<file path="src/pmc_pkg.sv">
/*
  pmc_pkg: register map, field positions, reset values and state types of the
  power mode controller.
  assumes: a single 125 MHz clock domain; word-aligned AHB-Lite register access.
*/
package pmc_pkg;

  // ****************************************************************
  // register byte addresses
  // ****************************************************************
  localparam logic [7:0] PMC_CTRL_ADDR   = 8'h00;
  localparam logic [7:0] PMC_STAT_ADDR   = 8'h04;
  localparam logic [7:0] PMC_IRQ_ADDR    = 8'h08;
  localparam logic [7:0] PMC_MASK_ADDR   = 8'h0c;
  localparam logic [7:0] PMC_ENTER_ADDR  = 8'h10;

  // ****************************************************************
  // control register fields
  // ****************************************************************
  localparam int CTRL_DET_EN_BIT   = 0;
  localparam int CTRL_STOP_LP_BIT  = 1;
  localparam int CTRL_DEEP_BIT     = 2;
  localparam int CTRL_STBY_BIT     = 3;
  localparam logic [3:0] CTRL_RESET = 4'h0;

  // ****************************************************************
  // interrupt status and mask bits
  // ****************************************************************
  localparam int IRQ_FALL_BIT  = 0;
  localparam int IRQ_RISE_BIT  = 1;
  localparam int IRQ_WAKE_BIT  = 2;
  localparam int IRQ_W         = 3;
  localparam logic [2:0] IRQ_RESET  = 3'h0;
  localparam logic [2:0] MASK_RESET = 3'h0;

  // ****************************************************************
  // counts and widths
  // ****************************************************************
  localparam int EXT_LINES = 16;
  localparam int RST_HOLD_NS = 1000;
  localparam int CLK_PERIOD_NS = 8;
  localparam int RST_HOLD_CYC = (RST_HOLD_NS + CLK_PERIOD_NS - 1) / CLK_PERIOD_NS;
  localparam int SYNC_STAGES = 2;

  // ****************************************************************
  // power states
  // ****************************************************************
  typedef enum logic [2:0] {
    PMC_RESET,
    PMC_RUN,
    PMC_SLEEP,
    PMC_STOP,
    PMC_STANDBY
  } pmc_state_t;

endpackage

</file>
<file path="src/pmc_sync.sv">
/*
  pmc_sync: two flip-flop synchroniser for one level.
  assumes: input may change at any time relative to the clock.
*/
`timescale 1ns/1ps
`default_nettype none
module pmc_sync (
  input  wire logic clk_in,     // clock
  input  wire logic reset_n_in, // async reset, active low
  input  wire logic d_in,       // raw level
  output logic      q_out       // synchronised level
);
  logic meta;
  logic next_meta;
  logic next_q;

  always_comb begin
    next_meta = d_in;
    next_q    = meta;
  end

  always_ff @(posedge clk_in or negedge reset_n_in) begin
    if (!reset_n_in) begin
      meta  <= 1'b0;
      q_out <= 1'b0;
    end else begin
      meta  <= next_meta;
      q_out <= next_q;
    end
  end
endmodule
`default_nettype wire

</file>
<file path="src/pmc_top.sv">
/*
  pmc_top: power mode controller. supervises supply resets, drives the
  supply threshold detector interrupt, selects regulator mode and sequences
  sleep, stop and standby with clock gating and wake-up.
  assumes: analog comparators give asynchronous levels; the core asserts
  its sleep request for one cycle when it executes a wait instruction.
*/
`timescale 1ns/1ps
`default_nettype none
module pmc_top
  import pmc_pkg::*;
(
  input  wire logic        CLK_IN,                 // 125 MHz clock
  input  wire logic        RESET_N_IN,             // async reset, active low
  input  wire logic        HSEL_IN,                // ahb select
  input  wire logic [31:0] HADDR_IN,               // ahb address
  input  wire logic [1:0]  HTRANS_IN,              // ahb transfer type
  input  wire logic        HWRITE_IN,              // ahb write
  input  wire logic [2:0]  HSIZE_IN,               // ahb size
  input  wire logic [31:0] HWDATA_IN,              // ahb write data
  input  wire logic        HREADY_IN,              // ahb bus ready
  output logic [31:0]      HRDATA_OUT,             // ahb read data
  output logic             HREADYOUT_OUT,          // ahb slave ready
  output logic             HRESP_OUT,              // ahb response, always okay
  input  wire logic        SUPPLY_OK_IN,           // supply above por/pdr level
  input  wire logic        DET_ABOVE_IN,           // supply above detector level
  input  wire logic        CORE_SLEEP_REQ_IN,      // core sleep request pulse
  input  wire logic        CORE_EVENT_IN,          // any interrupt or event
  input  wire logic [15:0] EXT_LINE_IN,            // external interrupt lines
  input  wire logic        RTC_EVENT_IN,           // real-time clock event
  input  wire logic        RESET_PIN_LOW_N_IN,     // reset pin, active low
  input  wire logic        WATCHDOG_RESET_IN,      // independent watchdog reset
  input  wire logic        WAKE_UP_PIN_IN,         // wake-up pin level
  output logic             SYS_RESET_N_OUT,        // system reset, active low
  output logic             CORE_CLK_EN_OUT,        // processor clock enable
  output logic             PERIPH_CLK_EN_OUT,      // core domain peripheral clocks
  output logic             PLL_EN_OUT,             // pll enable
  output logic             FAST_OSC_EN_OUT,        // internal fast oscillator enable
  output logic             XTAL_OSC_EN_OUT,        // external crystal oscillator enable
  output logic             REG_EN_OUT,             // regulator enable
  output logic             REG_LOW_POWER_OUT,      // regulator in low-power mode
  output logic             CORE_DOMAIN_PWR_OUT,    // core domain powered
  output logic             BACKUP_CLK_EN_OUT,      // rtc and watchdog clock enable
  output logic             IRQ_OUT                 // interrupt, active high
);

  // ****************************************************************
  // declarations
  // ****************************************************************
  logic        supply_ok_s;
  logic        above_s;
  logic        wake_pin_s;
  logic        above_q, next_above_q;
  logic        wake_pin_q, next_wake_pin_q;
  logic        det_armed, next_det_armed;
  logic [3:0]  ctrl, next_ctrl;
  logic [2:0]  irq_stat, next_irq_stat;
  logic [2:0]  irq_mask, next_irq_mask;
  pmc_state_t  state, next_state;
  logic [7:0]  hold_cnt, next_hold_cnt;
  logic        ph_valid, next_ph_valid;
  logic        ph_write, next_ph_write;
  logic [7:0]  ph_addr, next_ph_addr;
  logic [31:0] rdata, next_rdata;
  logic        enter_req;
  logic        wr_ctrl, wr_irq, wr_mask, wr_enter;
  logic        det_fall, det_rise, stop_wake, stby_wake;

  // ****************************************************************
  // input synchronisers
  // ****************************************************************
  pmc_sync u_sync_supply (
    .clk_in     (CLK_IN),
    .reset_n_in (RESET_N_IN),
    .d_in       (SUPPLY_OK_IN),
    .q_out      (supply_ok_s)
  );

  pmc_sync u_sync_above (
    .clk_in     (CLK_IN),
    .reset_n_in (RESET_N_IN),
    .d_in       (DET_ABOVE_IN),
    .q_out      (above_s)
  );

  pmc_sync u_sync_wake (
    .clk_in     (CLK_IN),
    .reset_n_in (RESET_N_IN),
    .d_in       (WAKE_UP_PIN_IN),
    .q_out      (wake_pin_s)
  );

  // ****************************************************************
  // ahb-lite slave, zero wait states
  // ****************************************************************
  always_comb begin
    next_ph_valid = 1'b0;
    next_ph_write = ph_write;
    next_ph_addr  = ph_addr;
    if (HSEL_IN && HREADY_IN && HTRANS_IN[1]) begin
      next_ph_valid = 1'b1;
      next_ph_write = HWRITE_IN;
      next_ph_addr  = HADDR_IN[7:0];
    end
    wr_ctrl  = ph_valid && ph_write && (ph_addr == PMC_CTRL_ADDR);
    wr_irq   = ph_valid && ph_write && (ph_addr == PMC_IRQ_ADDR);
    wr_mask  = ph_valid && ph_write && (ph_addr == PMC_MASK_ADDR);
    wr_enter = ph_valid && ph_write && (ph_addr == PMC_ENTER_ADDR);
    // read data is captured at the address phase so it comes from a flop
    next_rdata = 32'h0;
    if (HSEL_IN && HREADY_IN && HTRANS_IN[1] && !HWRITE_IN) begin
      case (HADDR_IN[7:0])
        PMC_CTRL_ADDR:  next_rdata = {28'h0, ctrl};
        PMC_STAT_ADDR:  next_rdata = {28'h0, det_armed, above_q,
                                      state == PMC_SLEEP, supply_ok_s};
        PMC_IRQ_ADDR:   next_rdata = {29'h0, irq_stat};
        PMC_MASK_ADDR:  next_rdata = {29'h0, irq_mask};
        default:        next_rdata = 32'h0;
      endcase
    end
  end

  always_ff @(posedge CLK_IN or negedge RESET_N_IN) begin
    if (!RESET_N_IN) begin
      ph_valid <= 1'b0;
      ph_write <= 1'b0;
      ph_addr  <= 8'h00;
      rdata    <= 32'h0;
    end else begin
      ph_valid <= next_ph_valid;
      ph_write <= next_ph_write;
      ph_addr  <= next_ph_addr;
      rdata    <= next_rdata;
    end
  end

  assign HRDATA_OUT    = rdata;
  assign HREADYOUT_OUT = 1'b1;
  assign HRESP_OUT     = 1'b0;

  // ****************************************************************
  // control, detector and interrupt registers
  // ****************************************************************
  always_comb begin
    next_ctrl = ctrl;
    if (wr_ctrl) begin
      next_ctrl = HWDATA_IN[3:0];
    end
    next_above_q   = above_s;
    // detector only arms a cycle after it is enabled; the level is sampled every cycle so arming gives no false edge
    next_det_armed = ctrl[CTRL_DET_EN_BIT];
    det_fall = det_armed && ctrl[CTRL_DET_EN_BIT] && above_q && !above_s;
    det_rise = det_armed && ctrl[CTRL_DET_EN_BIT] && !above_q && above_s;
    next_wake_pin_q = wake_pin_s;
    stop_wake = (|EXT_LINE_IN) || RTC_EVENT_IN;
    stby_wake = (wake_pin_s && !wake_pin_q) || RTC_EVENT_IN
                || !RESET_PIN_LOW_N_IN || WATCHDOG_RESET_IN;
    next_irq_mask = irq_mask;
    if (wr_mask) begin
      next_irq_mask = HWDATA_IN[IRQ_W-1:0];
    end
    // set wins over write-one-to-clear
    next_irq_stat = irq_stat;
    if (wr_irq) begin
      next_irq_stat = irq_stat & ~HWDATA_IN[IRQ_W-1:0];
    end
    if (det_fall) begin
      next_irq_stat[IRQ_FALL_BIT] = 1'b1;
    end
    if (det_rise) begin
      next_irq_stat[IRQ_RISE_BIT] = 1'b1;
    end
    if (state == PMC_STOP && stop_wake) begin
      next_irq_stat[IRQ_WAKE_BIT] = 1'b1;
    end
  end

  always_ff @(posedge CLK_IN or negedge RESET_N_IN) begin
    if (!RESET_N_IN) begin
      ctrl       <= CTRL_RESET;
      above_q    <= 1'b0;
      det_armed  <= 1'b0;
      wake_pin_q <= 1'b0;
      irq_mask   <= MASK_RESET;
      irq_stat   <= IRQ_RESET;
    end else if (state == PMC_RESET || state == PMC_STANDBY) begin
      // core domain state is lost in reset and standby
      ctrl       <= CTRL_RESET;
      above_q    <= next_above_q;
      det_armed  <= 1'b0;
      wake_pin_q <= next_wake_pin_q;
      irq_mask   <= MASK_RESET;
      irq_stat   <= IRQ_RESET;
    end else begin
      ctrl       <= next_ctrl;
      above_q    <= next_above_q;
      det_armed  <= next_det_armed;
      wake_pin_q <= next_wake_pin_q;
      irq_mask   <= next_irq_mask;
      irq_stat   <= next_irq_stat;
    end
  end

  assign IRQ_OUT = |(irq_stat & irq_mask);

  // ****************************************************************
  // power state machine
  // ****************************************************************
  always_comb begin
    next_state    = state;
    next_hold_cnt = hold_cnt;
    enter_req     = CORE_SLEEP_REQ_IN || wr_enter;
    case (state)
      PMC_RESET: begin
        if (!supply_ok_s) begin
          next_hold_cnt = 8'h00;
        end else if (hold_cnt == 8'(RST_HOLD_CYC - 1)) begin
          next_state = PMC_RUN;
        end else begin
          next_hold_cnt = hold_cnt + 8'h01;
        end
      end
      PMC_RUN: begin
        if (enter_req) begin
          if (!ctrl[CTRL_DEEP_BIT]) begin
            next_state = PMC_SLEEP;
          end else if (ctrl[CTRL_STBY_BIT]) begin
            next_state = PMC_STANDBY;
          end else begin
            next_state = PMC_STOP;
          end
        end
      end
      PMC_SLEEP: begin
        if (CORE_EVENT_IN || stop_wake) begin
          next_state = PMC_RUN;
        end
      end
      PMC_STOP: begin
        if (stop_wake) begin
          next_state = PMC_RUN;
        end
      end
      PMC_STANDBY: begin
        if (stby_wake) begin
          next_state    = PMC_RESET;
          next_hold_cnt = 8'h00;
        end
      end
      default: begin
        next_state = PMC_RESET;
      end
    endcase
    // supply loss overrides every state
    if (!supply_ok_s) begin
      next_state    = PMC_RESET;
      next_hold_cnt = 8'h00;
    end
  end

  always_ff @(posedge CLK_IN or negedge RESET_N_IN) begin
    if (!RESET_N_IN) begin
      state    <= PMC_RESET;
      hold_cnt <= 8'h00;
    end else begin
      state    <= next_state;
      hold_cnt <= next_hold_cnt;
    end
  end

  // ****************************************************************
  // power and clock outputs
  // ****************************************************************
  always_comb begin
    SYS_RESET_N_OUT     = (state != PMC_RESET) && (state != PMC_STANDBY);
    CORE_CLK_EN_OUT     = (state == PMC_RUN);
    PERIPH_CLK_EN_OUT   = (state == PMC_RUN) || (state == PMC_SLEEP);
    PLL_EN_OUT          = PERIPH_CLK_EN_OUT;
    FAST_OSC_EN_OUT     = (state != PMC_STOP) && (state != PMC_STANDBY);
    XTAL_OSC_EN_OUT     = PERIPH_CLK_EN_OUT;
    REG_EN_OUT          = (state != PMC_STANDBY);
    REG_LOW_POWER_OUT   = (state == PMC_STOP) && ctrl[CTRL_STOP_LP_BIT];
    CORE_DOMAIN_PWR_OUT = (state != PMC_STANDBY);
    BACKUP_CLK_EN_OUT   = 1'b1;
  end

endmodule
`default_nettype wire

</file>
<file path="config.mk">
export PLATFORM = sky130hd
export DESIGN_NAME = pmc_top
export DESIGN_NICKNAME = d
export VERILOG_FILES = /design/src/pmc_pkg.sv /design/src/pmc_sync.sv /design/src/pmc_top.sv
export SDC_FILE = /design/constraint.sdc
export NUM_CORES = 1
export LEC_CHECK = 0
export BUFFER_PORTS_ARGS = -buffer_cell sky130_fd_sc_hd__buf_2
export CAP_MARGIN = 20
export CORE_MARGIN = 2
export CORE_UTILIZATION = 47
export DETAILED_ROUTE_END_ITERATION = 7
export GPL_TIMING_DRIVEN = 0
export PLACE_DENSITY = 0.88
export SYNTH_ARGS = -nofsm -noshare
export SYNTH_HDL_FRONTEND = slang
export SYNTH_SLANG_ARGS = --single-unit
</file>
<file path="constraint.sdc">
create_clock -name CLK_IN -period 2.4 [get_ports CLK_IN]
set_input_delay 0.48 -clock CLK_IN [delete_from_list [all_inputs] [get_ports CLK_IN]]
set_output_delay 0.48 -clock CLK_IN [all_outputs]
set_load 0.1 [all_outputs]
</file>
Yosys cells after proc, flatten, opt, wreduce, memory -nomap -nowiden. Index checks and enable logic that the tools add are counted.

Register bits after elaboration: 72. Bits of input ports: 98. Output and inout port bits: 45. Logic and storage cells: 114.

Add/subtract/negate cells: 1. Equality and inequality tests: 20. Multiplexer cells: 26. Bitwise gates (word level): 3. Reduce and logical (&&, ||, !) cells: 44.

Operators with widths (count): 3-bit 2-to-1 mux (12); 8-bit by 4-bit equality test with 1-bit output (second input constant) (4); 8-bit 2-to-1 mux (3); 3-bit inequality test (second input constant) (8); 1-bit logical AND (18); 8-bit logical NOT (2); 4-bit one-hot mux with 4 select lines (1); 8-bit one-hot mux with 2 select lines (1); 16-bit OR reduction (1); 3-bit one-hot mux with 5 select lines (1); 4-bit 2-to-1 mux (3); 3-bit nonzero test (4); 8-bit by 1-bit adder with 8-bit output (second input constant) (1); 8-bit by 3-bit equality test with 1-bit output (second input constant) (1); 8-bit by 5-bit equality test with 1-bit output (second input constant) (1); 8-bit by 7-bit equality test with 1-bit output (second input constant) (1); 1-bit logical OR (8); 3-bit bitwise AND (2); 3-bit by 2-bit equality test with 1-bit output (second input constant) (2); 1-bit logical NOT (5); 1-bit 2-to-1 mux (5); 5-bit AND reduction (1); 2-bit nonzero test (2); 3-bit by 1-bit equality test with 1-bit output (second input constant) (1); 6 further kinds (6).

Logic depth before layout (Yosys ltp). Gate-level depths: netlist of run 1.

Depth in word-level cells: 8. Depth in mapped cells: 7. Depth with buffers taken out: 6.

Cells and area by module. A second synthesis of run 1 with hierarchy kept.

Cells, all modules: 228. Area total of the unflattened synthesis: 2392.3 µm².

By module, submodules not included: pmc_top (instances 1, cells an instance 222, area each 2242.2 µm², seq. area each 950.9 µm²); pmc_sync (instances 3, cells an instance 2, area each 50.0 µm², seq. area each 50.0 µm²).

Least setup slack after synthesis of run 1. No wires, ideal clock.

Kind: reg2reg. From: reg state[1]. To: reg state[1]. Setup time: 87 ps. Arrival time: 3381 ps. Required time: 2313 ps. Slack: -1068 ps. Cell stages (with the launch flop): 5. Buffers on the path: 0. Clock period less this slack: 3468 ps. Path through: dfrtp_1 nor3_1 nand2b_1 o211ai_2 mux2i_1.

Cells in the longest elaborated chain, start to end: 3. Elaborated cells on any way between the ends: 13. Those cells by class: eq/ne (9); mux (2); reduce/logical (2).

RTL lines: start, declared (line pmc_top.sv:59) `pmc_state_t state, next_state;`; start signal, assigned (line pmc_top.sv:266) `state <= next_state;`; 3-bit by 1-bit equality test with 1-bit output (*); named net CORE_CLK_EN_OUT (line pmc_top.sv:35) `output logic CORE_CLK_EN_OUT,`; 3-bit inequality test (no line) or 3-bit one-hot mux with 5 select lines (tied branches); 5-bit AND reduction (no line) or 3-bit 2-to-1 mux (tied branches).

The timed path passes the listed nets; every way through them passes the cells marked *. A chain may end at the register's enable or synchronous reset.

Worst setup path in the final report of run 1.
From: reg state[1]. To: out REG_LOW_POWER_OUT.

Cells in the longest elaborated chain, start to end: 2.

RTL lines: 3-bit by 2-bit equality test with 1-bit output (line pmc_top.sv:282) `REG_LOW_POWER_OUT = (state == PMC_STOP) && ctrl[CTRL_STOP_LP_BIT];`; 1-bit logical AND (line pmc_top.sv:282); end, declared (line pmc_top.sv:41) `output logic REG_LOW_POWER_OUT,`.

No other way between the ends.

==> results.md, run 1 <==
* RR Endpoint: irq_stat[0]$_DFFE_PN0P_
* Clock Tree Root: clkbuf_8
* CTS Buffer Depth at 2
* DR DRC count at 0
* Post-synth EDFFs at 0
* Initial antenna violation count at 0
* Critical path capture point: REG_LOW_POWER_OUT
* CP arrival at 1.69 ns
* CP startpoint kind: flip-flop
* Synth cell count leaders: dfrtp_1, buf_4, nor2_1, nand2_1, mux2i_1
* Drt first-iter violations at 47
* Lkg Pwr at 1.48 nW
* Worst slew pin tran at 0.965 ns
* Final Util at 0.622
* Seq/Total Area, Yosys at 0.464
* Fillcell total at 407
* CTS resizes at 0
* Vias in the first global route at 1641
* Htree depth at 2
* Nets at 414
* Final non-filler cell area at 0.00298 mm²
* Synth warn at 0
* Placer congestion estimate at 0.847
* Mapped Area at 0.00237 mm²
* Worst skew pair latency at 0.30 ns
* Placed Instances at 374
* Status: completed
* Largest cells by area after synthesis: dfrtp_1, buf_4, mux2i_1
* Average wire per standard cell at 12.4 µm
* Hold Fails Final Rpt at 0
* Final worst-path cycle share at 0.906
* Synth async-reset ratio at 1.00
* Post-synth top flop: dfrtp_1
* Final setup viols at 0
* Worst-case reg-to-reg path depth at 5
* Setup crit start: state[1]$_DFFE_PN0P_
* DRT Pass-1 Iters at 4
* Total track usage at 0.180
* Die X-Extent at 75.1 µm
* Relative slew slack at 0.357
* Area Overhead vs Synth at 25.4%
* Final hold slack at 0.278 ns
* Cell taking the most area after synthesis: dfrtp_1
* Synth Instances at 224
* Vias post-DR at 1804
* Crit-path max FO at 6
* Post-CTS setup buffer count at 0
* Die area at 0.00563 mm²
* Yosys reg bits at 44
* CTS tree: yes
* RSZ-0062 raised after global routing: no
* Antenna diodes at 0
* Setup TNS Final at 0 ns
* Critical path required time at 1.92 ns
* Flop-to-flop setup slack at 0.44 ns
* Count leader, synth: dfrtp_1
* Final min period at 2.17 ns
* First-pass GRT wire length at 7470 µm
* Total of max-cap violations at 0
* Pwr per Cell Area at 606 mW/mm²
* Clock sinks at 44
* Boundary pin count at 143
* Distinct cells, synth at 43
* ANT nets after route at 0
* Min-delay worst type: in2reg
* Starting density of the core at 0.496
* FMAX at 0.460 GHz
* Final Total Pwr at 1.80 mW
* Area share of the largest cell type after synthesis at 0.464
* Final worst setup slack at 0.226 ns
* Clock slew at reported path FFs at 0.08 ns
* WS Path Type: reg2out
* Gr ovfl total at 0
* Area after DPL at 0.00285 mm²
* Place WS at 0.460 ns
* Core Rows at 25
* Final Skew at 0.00698 ns
* Final HPWL DP at 3580 µm
* Worst vdd ir at 0.364 mV
* Crit Reg-Reg Startpoint: ph_addr[0]$_DFFE_PN0P_
* Slew Viols, Final at 0
* Layout cells sized above 1 at 0.387
* CTS Hold Bufs at 0
* IO Port Bufs at 54
* Core area at 0.00479 mm²
* Worst Setup End Kind: output pin
* Final WL at 4730 µm
* Largest net degree at the start of global routing at 45
* Fin cells at 382
* TritonCTS Buffers at 5
* Vias per cell at 4.72
* Die height at 75.1 µm
* Syn_area_per_cell at 10.6 µm²
==> cell type report <==
| type | count | area [µm²] | share of cell area |
|---|---|---|---|
| Tap cell | 67 | 83.8 | 0.0282 |
| Clock buffer | 7 | 96.3 | 0.0324 |
| Timing Repair Buffer | 54 | 270 | 0.0908 |
| Clock inverter | 1 | 30.0 | 0.0101 |
| Multi-Input combinational cell | 161 | 1070 | 0.360 |
| Sequential cell | 44 | 1100 | 0.370 |
| Inverter | 8 | 30.0 | 0.0101 |
| Buffer | 40 | 293 | 0.0984 |
==> registers in the layout, summed over array words and instances, names as in the netlist, 3 cells and up <==
name / count
ctrl: 4
hold_cnt: 8
irq_mask: 3
ph_addr: 8
irq_stat: 3
HRDATA_OUT: 4
state: 3
==> critical path, stage by stage, from the launching register on <==
cell,delay (ns)
dfrtp_1,0.54
and2b_1,0.26
and3_1,0.17
buf_2,0.42
==> report_power, final <==
part	switching, mW	internal, mW
sequential	0.0262	0.781
clock	0.248	0.367
combinational	0.278	0.102
==> kinds of logic after synthesis <==
group / share of synthesized area
other: 0.00316
AOI/OAI and AO/OA: 0.0575
buffers and inverters: 0.136
and+or+nand+nor: 0.193
muxes: 0.118
xor gates and xnor gates: 0.0184
adders and majority gates: 0.0105
DFF: 0.464
==> worst min-delay path by stage <==
stage / slack [ns] / depth (start not counted) / start / end
2_1_floorplan: 0.18 / 0 / RESET_N_IN / HRDATA_OUT[0]$_DFF_PN0_
4_1_cts: 0.27 / 1 / SUPPLY_OK_IN / u_sync_supply.meta$_DFF_PN0_
3_5_place_dp: 0.33 / 0 / u_sync_above.meta$_DFF_PN0_ / u_sync_above.q_out$_DFF_PN0_
5_1_grt: 0.27 / 1 / DET_ABOVE_IN / u_sync_above.meta$_DFF_PN0_
3_3_place_gp: 0.33 / 0 / u_sync_above.meta$_DFF_PN0_ / u_sync_above.q_out$_DFF_PN0_
6_report: 0.28 / 1 / WAKE_UP_PIN_IN / u_sync_wake.meta$_DFF_PN0_
==> routing by layer <==
metal	global-route usage	wire length, µm
met4	0.0536	57
met1	0.228	2010
met2	0.297	2290
met5	0	0
met3	0.0589	379
==> layout by cell type (no fill, tap or decap), types with 2 or more instances in the layout <==
cell      netlist  layout
dfrtp_1        44      44
or3_1           3       3
nor3_2          1       2
inv_1           6       6
nor2b_1         4       4
ha_1            2       2
nand3_1         7       7
buf_4          36      36
o21ai_0         5       5
nor4_1          5       5
nand2_1        15      15
xor2_1          4       4
mux4_2          3       3
nand4b_1        3       3
buf_2           0      54
and3_1          2       2
mux2i_1        11      11
nand4_1         7       7
conb_1          2      31
clkbuf_8        0       7
nor3_1          5       4
a21oi_1         5       5
nor2_1         17      16
inv_2           2       2
clkbuf_1        2       2
mux2_2          9       9
and2_1          4       4
nand2b_1        3       3
Power figures use the tool's default switching activity.
==> run 2, diff against run 1 <==
--- a/config.mk
+++ b/config.mk
@@ -8,10 +8,10 @@
 export BUFFER_PORTS_ARGS = -buffer_cell sky130_fd_sc_hd__buf_2
 export CAP_MARGIN = 20
 export CORE_MARGIN = 2
-export CORE_UTILIZATION = 47
+export CORE_UTILIZATION = 39
 export DETAILED_ROUTE_END_ITERATION = 7
 export GPL_TIMING_DRIVEN = 0
-export PLACE_DENSITY = 0.88
+export PLACE_DENSITY = 0.78
 export SYNTH_ARGS = -nofsm -noshare
 export SYNTH_HDL_FRONTEND = slang
 export SYNTH_SLANG_ARGS = --single-unit
==> constraint.sdc (replaced) <==
create_clock -name CLK_IN -period 1.97 [get_ports CLK_IN]
set_input_delay 0.394 -clock CLK_IN [delete_from_list [all_inputs] [get_ports CLK_IN]]
set_output_delay 0.394 -clock CLK_IN [all_outputs]
set_load 0.1 [all_outputs]
==> results.md, run 2 (synthesized netlist as in run 1, its figures left out) <==
* Final Util at 0.517 (-0.104)
* First-pass GRT wire length at 7600 µm (+1.7%)
* Place WS at 0.0466 ns (-0.414 ns)
* DR DRC count at 0 (unchanged)
* RR Endpoint: ctrl[0]$_DFFE_PN0P_
* TritonCTS Buffers at 5 (unchanged)
* WS Path Type: reg2out
* Vias post-DR at 1814 (+0.55%)
* Critical path required time at 1.58 ns (-0.34 ns)
* Antenna diodes at 0 (unchanged)
* GR peak layer: met2
* Worst skew pair latency at 0.29 ns (about the same)
* Boundary pin count at 143 (unchanged)
* Final worst-path cycle share at 0.971
* RSZ-0062 raised after global routing: no
* Core area at 0.00589 mm² (+23%)
* Max stage delay on crit path at 0.36 ns (-0.18 ns)
* Total track usage at 0.149 (-0.0314)
* Met2 Use GR at 0.246 (-0.0517)
* Final setup viols at 0 (unchanged)
* Critical path capture point: REG_LOW_POWER_OUT
* Pwr per Cell Area at 667 mW/mm² (+10%)
* Most common cell after layout, fill and taps aside: buf_2
* GRT met3 Usage at 0.0407 (-0.0182)
* Flop-to-flop setup slack at 0.16 ns (-0.28 ns)
* Commonest cells after routing, fill and taps aside: buf_2, dfrtp_1, buf_4, conb_1, nor2_1
* CP startpoint kind: flip-flop
* Die height at 82.0 µm (+9.3%)
* Lkg Pwr at 1.49 nW (+0.17%)
* Worst vdd ir at 0.337 mV (-7.4%)
* CTS tree: yes
* Largest regs: hold_cnt x8, ph_addr x8
* Crit-path max FO at 9 (+3)
* Worst-path cell chain: buf_4 > and2b_2 > and3_4 > buf_12
* Worst Setup End Kind: output pin
* Drt first-iter violations at 50 (+6.4%)
* Placer congestion estimate at 0.820 (-3.2%)
* Final hold slack at 0.199 ns (-0.0783 ns)
* Status: completed
* Core Rows at 28 (+12%)
* Final WL at 4860 µm (+2.7%)
* Die area at 0.00673 mm² (+19%)
* Crit Reg-Reg Startpoint: ph_addr[0]$_DFFE_PN0P_
* Area Overhead vs Synth at 28.3%
* FMAX at 0.523 GHz
* ANT nets after route at 0 (unchanged)
* Met1 Use GR at 0.188 (-0.0400)
* Starting density of the core at 0.403 (-0.0927)
* Clock slew at reported path FFs at 0.08 ns (about the same)
* Final HPWL DP at 3700 µm (+3.3%)
* Clock Tree Root: clkbuf_8
* Final Skew at 0.00359 ns (-0.00339 ns)
* Gr ovfl total at 0 (unchanged)
* IO Port Bufs at 54 (unchanged)
* Htree depth at 2 (unchanged)
* Worst-case reg-to-reg path depth at 6 (+1)
* Initial antenna violation count at 0 (unchanged)
* Crit-path slowest cell: dfrtp_1
* Nets at 416 (+0.48%)
* Relative slew slack at 0.533 (+0.176)
* Average wire per standard cell at 12.4 µm (about the same)
* CP arrival at 1.52 ns (-0.17 ns)
* Layout cells sized above 1 at 0.404 (+0.0165)
* Clock sinks at 44 (unchanged)
* Final Total Pwr at 2.03 mW (+13%)
* DRT Pass-1 Iters at 4 (unchanged)
* Slew Viols, Final at 0 (unchanged)
* Vias per cell at 4.63 (-2.0%)
* Setup crit start: state[2]$_DFFE_PN0P_
* Largest net degree at the start of global routing at 45 (unchanged)
* CTS Buffer Depth at 2 (unchanged)
* Vias in the first global route at 1699 (+3.5%)
* Post-CTS setup buffer count at 0 (unchanged)
* Final worst setup slack at 0.0575 ns (-0.168 ns)
* Hold Fails Final Rpt at 0 (unchanged)
* Final min period at 1.91 ns
* Total of max-cap violations at 0 (unchanged)
* Worst slew pin tran at 0.693 ns (-0.271 ns)
* Die X-Extent at 82.0 µm (+9.3%)
* Min-delay worst type: in2reg
-- run 2: changes by cell type in the layout (fill, tap and decap cells not counted), moves of 2 or more --
cell      previous run  this run
buf_12               0         2
buf_6                1         3
buf_4               36        38
buf_2               54        48
clkinv_2             0         2
-- run 2: worst min-delay path by stage --
stage | start | end | slack, ns | cells past startpoint
after global routing | DET_ABOVE_IN | u_sync_above.meta$_DFF_PN0_ | 0.19 | 1
final | DET_ABOVE_IN | u_sync_above.meta$_DFF_PN0_ | 0.20 | 1
after detailed placement | u_sync_supply.meta$_DFF_PN0_ | u_sync_supply.q_out$_DFF_PN0_ | 0.33 | 0
after global placement | u_sync_wake.meta$_DFF_PN0_ | u_sync_wake.q_out$_DFF_PN0_ | 0.33 | 0
after CTS | SUPPLY_OK_IN | u_sync_supply.meta$_DFF_PN0_ | 0.19 | 1
after floorplan | RESET_N_IN | HRDATA_OUT[0]$_DFF_PN0_ | 0.1 | 0
-- run 2: final cells by class --
cell class / instances / area [µm²]
inverter: 8 / 30.0
fill: 567 / 2840
clock inverter: 2 / 10.0
tap: 75 / 93.8
buffer: 40 / 297
timing repair buffer: 56 / 332
clock buffer: 6 / 82.6
sequential: 44 / 1100
multi-input combinational: 161 / 1100
-- run 2: power breakdown --
part / internal (mW) / switching, mW / leakage, nW / total [mW]
Sequential: 0.951 / 0.0327 / 0.572 / 0.984
Combinational: 0.130 / 0.341 / 0.864 / 0.470
Clock: 0.280 / 0.298 / 0.0510 / 0.578
-- run 2: per-stage QoR --
stage,cells,setup TNS [ns],cell area (µm²)
2_1_floorplan,253,-0.132,2510
6_report,392,0,3040
3_3_place_gp,382,0,2880
5_1_grt,392,0,3040
4_1_cts,390,0,2990
3_5_place_dp,382,0,2880
-- run 2: repair_timing --
item,CTS,global route
hold endpoints to repair,0,8
gates resized for setup,9,5
endpoints found under the setup margin,7,6
hold buffers,0,1
-- run 2: per-layer routing --
metal / wire length, µm / up-vias
li1: - / 894
met1: 2070 / 857
met2: 2390 / 58
met3: 339 / 5
met4: 51 / 0
met5: 0 / -
-- run 2: critical path: cells and delay by family, from the launching register on --
| kind | cells | cell delay [ns] |
|---|---|---|
| flops | 1 | 0.36 |
| buf+inv | 2 | 0.35 |
| simple gates | 2 | 0.51 |
